$ cat src/core/pts_pkg.sv
package pts_pkg;

	// register indices; byte address is four times the index
	localparam logic [7:0] PTS_IDX_FLAG    = 8'h0c;
	localparam logic [7:0] PTS_IDX_COUNT   = 8'h11;
	localparam logic [7:0] PTS_IDX_CONTROL = 8'h12;
	localparam logic [7:0] PTS_IDX_MASK    = 8'h8c;
	localparam logic [7:0] PTS_IDX_PERIOD  = 8'h92;
	localparam int         PTS_IDX_SHIFT   = 2;

	// control register layout
	localparam int PTS_CTL_W        = 7;
	localparam int PTS_CTL_PRE_LSB  = 0;
	localparam int PTS_CTL_PRE_MSB  = 1;
	localparam int PTS_CTL_RUN_BIT  = 2;
	localparam int PTS_CTL_POST_LSB = 3;
	localparam int PTS_CTL_POST_MSB = 6;

	// flag and mask register layout
	localparam int PTS_FLAG_MATCH_BIT = 1;

	// reset values
	localparam logic [7:0]           PTS_COUNT_RST  = 8'h00;
	localparam logic [7:0]           PTS_PERIOD_RST = 8'hff;
	localparam logic [PTS_CTL_W-1:0] PTS_CTL_RST    = 7'h00;

	// instruction clock is the system clock divided by four
	localparam logic [1:0] PTS_INSTR_LAST = 2'h3;

	// prescale terminal counts for 1, 4 and 16
	localparam logic [3:0] PTS_PRE_LAST_1  = 4'h0;
	localparam logic [3:0] PTS_PRE_LAST_4  = 4'h3;
	localparam logic [3:0] PTS_PRE_LAST_16 = 4'hf;

	typedef enum logic [0:0] {
		PTS_BUS_IDLE = 1'b0,
		PTS_BUS_ACK  = 1'b1
	} pts_bus_e;

	function automatic logic [3:0] pts_pre_last(input logic [1:0] sel);
		case (sel)
			2'h0:    pts_pre_last = PTS_PRE_LAST_1;
			2'h1:    pts_pre_last = PTS_PRE_LAST_4;
			default: pts_pre_last = PTS_PRE_LAST_16;
		endcase
	endfunction

endpackage

$ cat src/core/pts_period_timer.sv
`timescale 1ns/1ps
module pts_period_timer
	import pts_pkg::*;
#(
	parameter int ADDR_W = 10
) (
	input  wire logic              clk,
	input  wire logic              rst_n,
	input  wire logic [ADDR_W-1:0] address,
	input  wire logic              read,
	input  wire logic              write,
	input  wire logic [31:0]       writedata,
	input  wire logic [3:0]        byteenable,
	output logic      [31:0]       readdata,
	output logic                   waitrequest,
	output logic                   irq,
	output logic                   pwm_time_base,
	output logic                   serial_shift_tick
);

	if (ADDR_W < 10 || ADDR_W > 16) begin : g_addr_w_check
		$error("pts_period_timer: ADDR_W must be 10 to 16");
	end

	typedef struct packed {
		pts_bus_e             bus;
		logic                 waitrequest;
		logic [31:0]          readdata;
		logic [1:0]           instr;
		logic [3:0]           pre;
		logic [3:0]           post;
		logic [7:0]           count;
		logic [7:0]           period;
		logic [PTS_CTL_W-1:0] ctl;
		logic                 flag;
		logic                 mask;
		logic                 irq;
		logic                 match;
	} pts_state_s;

	pts_state_s st_reg;
	pts_state_s st_next;

	logic [7:0] idx;
	logic       hit_ok;
	logic       wr_acc;
	logic       wr_byte;
	logic       wr_count;
	logic       wr_ctl;
	logic       wr_period;
	logic       wr_flag;
	logic       wr_mask;
	logic       instr_tick;
	logic       pre_tick;
	logic       cnt_match;
	logic       post_event;
	logic [1:0] pre_sel;
	logic [3:0] post_sel;
	logic [3:0] pre_last;

	assign idx        = address[PTS_IDX_SHIFT +: 8];
	// bits above the register map must be zero, else the access is acknowledged but ignored and reads return zero
	assign hit_ok     = (address[PTS_IDX_SHIFT-1:0] == 2'h0)
		&& ((address >> (PTS_IDX_SHIFT + 8)) == '0);
	assign wr_acc     = write && !st_reg.waitrequest;
	assign wr_byte    = wr_acc && hit_ok && byteenable[0];
	assign wr_count   = wr_byte && idx == PTS_IDX_COUNT;
	assign wr_ctl     = wr_byte && idx == PTS_IDX_CONTROL;
	assign wr_period  = wr_byte && idx == PTS_IDX_PERIOD;
	assign wr_flag    = wr_byte && idx == PTS_IDX_FLAG;
	assign wr_mask    = wr_byte && idx == PTS_IDX_MASK;
	assign pre_sel    = st_reg.ctl[PTS_CTL_PRE_MSB:PTS_CTL_PRE_LSB];
	assign post_sel   = st_reg.ctl[PTS_CTL_POST_MSB:PTS_CTL_POST_LSB];
	assign pre_last   = pts_pre_last(pre_sel);
	assign instr_tick = st_reg.instr == PTS_INSTR_LAST;
	assign pre_tick   = st_reg.ctl[PTS_CTL_RUN_BIT] && instr_tick && st_reg.pre >= pre_last;
	assign cnt_match  = pre_tick && st_reg.count == st_reg.period;
	assign post_event = cnt_match && st_reg.post == post_sel;

	always_comb begin
		st_next       = st_reg;
		st_next.match = 1'b0;
		// quarter counter runs free; writes never realign the instruction phase
		st_next.instr = st_reg.instr + 2'h1;

		// bus slave: one wait cycle, then a single accept cycle
		case (st_reg.bus)
			PTS_BUS_IDLE: begin
				if (read || write) begin
					st_next.bus         = PTS_BUS_ACK;
					st_next.waitrequest = 1'b0;
					st_next.readdata    = 32'h0000_0000;
					if (read && hit_ok) begin
						case (idx)
							PTS_IDX_COUNT:   st_next.readdata[7:0] = st_reg.count;
							PTS_IDX_PERIOD:  st_next.readdata[7:0] = st_reg.period;
							PTS_IDX_CONTROL: st_next.readdata[PTS_CTL_W-1:0] = st_reg.ctl;
							PTS_IDX_FLAG:    st_next.readdata[PTS_FLAG_MATCH_BIT] = st_reg.flag;
							PTS_IDX_MASK:    st_next.readdata[PTS_FLAG_MATCH_BIT] = st_reg.mask;
							default:         st_next.readdata = 32'h0000_0000;
						endcase
					end
				end
			end
			PTS_BUS_ACK: begin
				st_next.bus         = PTS_BUS_IDLE;
				st_next.waitrequest = 1'b1;
			end
			default: begin
				st_next.bus         = PTS_BUS_IDLE;
				st_next.waitrequest = 1'b1;
			end
		endcase

		if (st_reg.ctl[PTS_CTL_RUN_BIT] && instr_tick) begin
			st_next.pre = pre_tick ? 4'h0 : st_reg.pre + 4'h1;
		end

		// count up, return to zero after match
		if (pre_tick) begin
			st_next.count = cnt_match ? PTS_COUNT_RST : st_reg.count + 8'h01;
		end

		if (cnt_match) begin
			st_next.match = 1'b1;
			st_next.post  = post_event ? 4'h0 : st_reg.post + 4'h1;
		end

		if (wr_count) begin
			st_next.count = writedata[7:0];
		end
		if (wr_period) begin
			st_next.period = writedata[7:0];
		end
		if (wr_ctl) begin
			st_next.ctl = writedata[PTS_CTL_W-1:0];
		end
		if (wr_mask) begin
			st_next.mask = writedata[PTS_FLAG_MATCH_BIT];
		end

		if (wr_count || wr_ctl) begin
			st_next.pre  = 4'h0;
			st_next.post = 4'h0;
		end

		if (wr_flag && !writedata[PTS_FLAG_MATCH_BIT]) begin
			st_next.flag = 1'b0;
		end
		if (post_event) begin
			st_next.flag = 1'b1;
		end

		st_next.irq = st_next.flag && st_next.mask;
	end

	always_ff @(posedge clk or negedge rst_n) begin
		if (!rst_n) begin
			st_reg             <= '0;
			st_reg.bus         <= PTS_BUS_IDLE;
			st_reg.waitrequest <= 1'b1;
			st_reg.count       <= PTS_COUNT_RST;
			st_reg.period      <= PTS_PERIOD_RST;
			st_reg.ctl         <= PTS_CTL_RST;
		end else begin
			st_reg <= st_next;
		end
	end

	assign readdata          = st_reg.readdata;
	assign waitrequest       = st_reg.waitrequest;
	assign irq               = st_reg.irq;
	assign pwm_time_base     = st_reg.match;
	assign serial_shift_tick = st_reg.match;
endmodule

$ cat config.mk
export PLATFORM = sky130hd
export DESIGN_NAME = pts_period_timer
export DESIGN_NICKNAME = d
export VERILOG_FILES = /design/src/core/pts_pkg.sv /design/src/core/pts_period_timer.sv
export SDC_FILE = /design/constraint.sdc
export NUM_CORES = 1
export LEC_CHECK = 0
export BUFFER_PORTS_ARGS = -buffer_cell sky130_fd_sc_hd__buf_2
export CAP_MARGIN = 5
export CORE_MARGIN = 2
export CORE_UTILIZATION = 55
export CTS_CLUSTER_DIAMETER = 30
export DETAILED_ROUTE_END_ITERATION = 8
export PLACE_DENSITY = 0.84
export SYNTH_ARGS = -nofsm -noshare
export SYNTH_HDL_FRONTEND = slang
export SYNTH_SLANG_ARGS = --single-unit
$ cat constraint.sdc
create_clock -name clk -period 4.6 [get_ports clk]
set_clock_uncertainty 0.2 [all_clocks]
set_input_delay 0.69 -clock clk [delete_from_list [all_inputs] [get_ports clk]]
set_output_delay 0.69 -clock clk [all_outputs]
set_load 0.02 [all_outputs]
Word level (Yosys, flattened, before mapping). Cells that the tools add are included. Widths: inputs -> output; s select.

Word-level logic and storage cells: 74. Input bits: 50. Output and inout bits: 36. Flip-flop bits (word level): 71.

Bitwise gates (word level): 1. Mux-type cells: 20. Add/sub/neg operators: 4. Reduce and logical (&&, ||, !) cells: 25. Equality and inequality tests: 10. Magnitude comparators: 1.

Operators with widths (number): $mux 8 (5); $mux 34 (1); $eq 8x5->1 const B (2); $eq 8x8->1 const B (2); $mux 4 (4); $logic_and 1x1->1 (15); $pmux 5 s3 (1); $add 4x1->4 const B (2); $add 8x1->8 const B (1); $eq 8x4->1 const B (1); $eq 8x8->1 (1); $pmux 4 s2 (1); $reduce_bool 2->1 (3); $pmux 1 s5 (1); $eq 4x4->1 (1); $ge 4x4->1 (1); $logic_not 2->1 (2); $mux 1 (4); $pmux 2 s2 (1); $pmux 1 s3 (1); $add 2x1->2 const B (1); $eq 2x1->1 const B (1); $eq 2x2->1 const B (1); $logic_not 1->1 (2); 5 further kinds (6).

Longest topological paths before layout.
Depth in word-level cells: 9. Depth in mapped cells: 8. Mapped depth without buffers: 7.

Worst setup path before layout. Ideal clock, no wire load.

Kind: input-to-reg. Start: input port address[8]. End: register st_reg[25] (netlist name). Stages on the path: 6. Setup slack: 1.974 ns. Data arrival time: 2.307 ns. Buffers on the path: 1. Setup time: 0.120 ns. Data required time: 4.280 ns. Cell sequence: or4b_1 > or2_1 > buf_6 > o311a_1 > a32o_1 > a31o_1.

Longest elaborated chain between the ends: 3. Elaborated cells between the ends (all ways): 4. Those cells by class: 1 x eq/ne; 1 x mux; 2 x reduce/logical.

Ends and longest elaborated chain: start, declared (RTL line pts_period_timer.sv:9) `input wire logic [ADDR_W-1:0] address,`; $eq 8x5->1 (*) (RTL line pts_period_timer.sv:67) `assign wr_count = wr_byte && idx == PTS_IDX_COUNT;`; $logic_and 1x1->1 (*) (RTL line pts_period_timer.sv:67); $mux 8 or $reduce_bool 2->1 (tied branches); end signal, assigned (RTL line pts_period_timer.sv:166) `st_reg <= st_next;`; end, declared (RTL line pts_period_timer.sv:41) `pts_state_s st_reg;`.

Mark *: on every way between the ends. The rest lies on a longest branch, timed or not. A chain may end at the register's enable or synchronous reset.

Worst setup path after layout.
Start: register st_reg, in the netlist pre_sel[1]. End: register st_reg[22] (netlist name).

Longest elaborated chain between the ends: 8. Elaborated cells between the ends (all ways): 10. Those cells by class: 1 x order compare; 1 x eq/ne; 4 x mux; 4 x reduce/logical.

Ends and longest elaborated chain: $eq 2x1->1 or $logic_not 2->1 (tied branches) (RTL line pts_pkg.sv:41) `case (sel)`; $pmux 4 s2 (*) (RTL line pts_pkg.sv:41); $ge 4x4->1 (*) (RTL line pts_period_timer.sv:76) `assign pre_tick = st_reg.ctl[PTS_CTL_RUN_BIT] && instr_tick && st_reg.pre >= pre_last;`; $logic_and 1x1->1 (*) (RTL line pts_period_timer.sv:76); $logic_and 1x1->1 (RTL line pts_period_timer.sv:77) `assign cnt_match = pre_tick && st_reg.count == st_reg.period;`; $mux 8 (RTL line pts_period_timer.sv:121) `st_next.count = cnt_match ? PTS_COUNT_RST : st_reg.count + 8'h01;`; $mux 8 (RTL line pts_period_timer.sv:120) `if (pre_tick) begin`; $mux 8 (RTL line pts_period_timer.sv:129) `if (wr_count) begin`.

Mark *: on every way between the ends. The rest lies on a longest branch, timed or not. The select of a mux whose other input is x is not followed.

==> metrics.yaml <==
run_status:
  status: "complete, no violations"
synth:
  ys_ff_latch: 47
  synthCells: 296
  async_flop_share_pct: 100
  yosysWarnings: 0
  synth_area_mm2: 0.00294
  synth_most_common_cell: "dfrtp_1"
  syn_avg_cell_area_um2: 9.94
  ys_top_cells_by_area: "dfrtp_1 (32%), buf_4 (8.4%), dfstp_2 (8.0%)"
  seq_area_frac_synth_pct: 40.3
  yosys-top-cells-count: "dfrtp_1 (38), buf_4 (33), o21ai_0 (19)"
  ys_types: 56
  yosysTopAreaCell: "dfrtp_1"
  synth-edff-count: 0
  synth_top_area_share_pct: 32.3
  synth_flop_cell: "dfrtp_1"
cells_and_area:
  area_growth_pct: 3.95
  fin_area_mm2: 0.00306
  diodes: 0
  largest_reg_flops: 30
  nNetsFinal: 375
  drive_above_1_share_pct: 24.5
sta:
  fmax_mhz: 338
  finalMaxSlewViolations: 0
  worst_slew_pin_slew_ps: 1020
  maxSlewHeadroom_pct: 31.9
  period_needed_ps: 2960
  whs_ps: 231
  tns_ps: 0
  timing.final.ws_setup_ps: 1640
  finalSetupViolCount: 0
  hold_violations: 0
  rsz0062_at_grt: "false"
  fin_crit_sh_pct: 64.3
floorplanning:
  die-area_mm2: 0.00595
  core_area_mm2: 0.00514
  die_h_um: 77.1
  rows: 26
  dieWidth_um: 77.1
  start_util_pct: 57.3
  io_pins: 86
cts:
  ctsHoldBuffers: 0
  postCtsSetupBuffers: 0
  cts_buffers: 5
  clockBufferDepth: 2
  cts.htree.levels: 2
  cts.sink_count: 47
  cts.clk_slew.worst_paths_ps: 90
  cts-resized-gates: 0
  cts_tree: "done"
  insertion_delay_ps: 310
  ctsRootBufferMaster: "clkbuf_8"
placement:
  pre_cts_slack_ps: 1670
  dp_hpwl_um: 4380
  place.gp.congestion: 0.847
  detailed_place.area_mm2: 0.00297
  portBuffers: 34
critical_path:
  required_ps: 4640
  critPathMaxFanout: 15
  path_cells: "or2_2 -> ha_1 -> nand2b_1 -> a2111o_1 -> nand4_1 -> or4_1 -> a31oi_1"
  r2r_cells: 7
  cp.arrival_ps: 2990
  start_kind: "flip-flop"
  critPathKind: "reg -> reg"
  end_kind: "flip-flop"
  critPathMaxStageDelay_ps: 660
  slowest_stage: "or4_1"
global_routing:
  gr-total-overflow: 0
  grt_pass1_vias: 2160
  grtUsageTotal_pct: 20.7
  grt_start_max_net_pins: 48
  antenna_found_initial: 0
  grt_pass1_wl_um: 9870
drt:
  routed_wl_um: 5920
  drt_iter0_drc: 211
  first_pass_iters: 4
  route.detailed.drc: 0
  drt-vias-per-instance: 5.71
  wl_per_cell_um: 15.3
  detail-route-antenna-nets: 0
  vias: 2216
power:
  pwr_density_cell_mw_per_mm2: 253
  irDropWorstVdd_mv: 0.127
  leakage_nw: 1.36
run:
  drv_cap: 0
worst_hold_path:
  hold_path.class: "reg -> reg"
  worstHoldPathCells: 1
==> report_power, final <==
| group | total [mW] | leakage, nW | switching (mW) | internal [mW] |
|---|---|---|---|---|
| combinational | 0.0847 | 0.775 | 0.0571 | 0.0276 |
| sequential | 0.430 | 0.541 | 0.00847 | 0.421 |
| clock | 0.259 | 0.0408 | 0.150 | 0.109 |
==> through the flow <==
stage | util [%] | std cells | power (mW)
after floorplan | - | 319 | 0.507
after global placement | 57.7 | 380 | 0.519
after detailed placement | 57.7 | 380 | 0.522
after CTS | 59.5 | 388 | 0.781
after global routing | 59.5 | 388 | 0.808
final | 59.5 | 388 | 0.774
==> layer usage <==
metal  part of all wire (%)  vias up  GRT usage, %  wire (um)
met5                      0        -             0          0
met1                     43     1057          26.2       2540
met2                     49       83          34.3       2920
met3                    5.9       14          4.35        351
met4                    1.8        0          8.75        106
li1                       -     1062             -          -
==> critical path: cells and delay by family, from the launching register on <==
kind	cells	cell delay, ps
DFF	1	420
AOI/OAI and AO/OA	2	420
adders and majority gates	1	270
and+or+nand+nor	4	1580
==> layout make-up <==
cell class	count	area, um^2
well taps	70	87.6
flip-flops and latches	47	1190
repair buffers	34	170
clock buffers	5	68.8
multi-input cells	220	1490
fillers	448	2080
clock inverters	3	23.8
inverters	9	33.8
==> cell families (layout without fill, tap and decap cells) <==
group,Yosys count,in the layout,share of synthesized area (%)
DFF,47,47,40.3
AOI/OAI and AO/OA,65,65,14.3
muxes,17,17,6.46
other,1,24,0.127
xor gates and xnor gates,12,12,3.57
buffers and inverters,52,51,12.0
adders and majority gates,8,8,3.40
and+or+nand+nor,94,94,19.7
==> path summary, 6_finish.rpt <==
kind / start / slack (ps) / end
worst max register to register: pre_sel[1] / 1640 / st_reg[22]
min in group asynchronous: rst_n / 350 / readdata[2]
worst max-delay path: pre_sel[1] / 1640 / st_reg[22]
worst min-delay path: st_reg[35] / 230 / st_reg[35]
max in group asynchronous: rst_n / 3220 / st_reg[24]
worst min register to register: st_reg[35] / 230 / st_reg[35]
==> cells in the final DEF, fill, tap and decap left out, types with 2 or more instances in the layout <==
cell | Yosys | final
or3_1 | 2 | 2
a31oi_1 | 4 | 4
a211oi_1 | 2 | 2
buf_2 | 2 | 34
nand4_1 | 5 | 5
xor2_1 | 8 | 8
mux2_2 | 16 | 16
nand3b_1 | 3 | 3
and3_1 | 2 | 2
nor2b_1 | 3 | 3
nor3_1 | 7 | 7
o21ai_0 | 19 | 19
dfrtp_1 | 38 | 38
nand4b_1 | 5 | 5
nand2_1 | 17 | 17
and3_2 | 2 | 2
a221oi_1 | 6 | 6
nor4_1 | 4 | 4
ha_1 | 8 | 8
xnor2_1 | 4 | 4
or2_2 | 2 | 2
a21o_1 | 3 | 3
inv_1 | 9 | 9
dfstp_2 | 9 | 9
a21oi_1 | 17 | 17
clkbuf_8 | 1 | 5
nor4_4 | 2 | 2
nand2b_1 | 4 | 4
a22oi_1 | 2 | 2
or4b_1 | 2 | 2
o32ai_1 | 2 | 2
conb_1 | 1 | 24
clkinvlp_4 | 0 | 2
nand3_1 | 6 | 6
nor2_1 | 14 | 14
and2_1 | 7 | 7
Note: power is estimated with default switching activity, not from simulation.
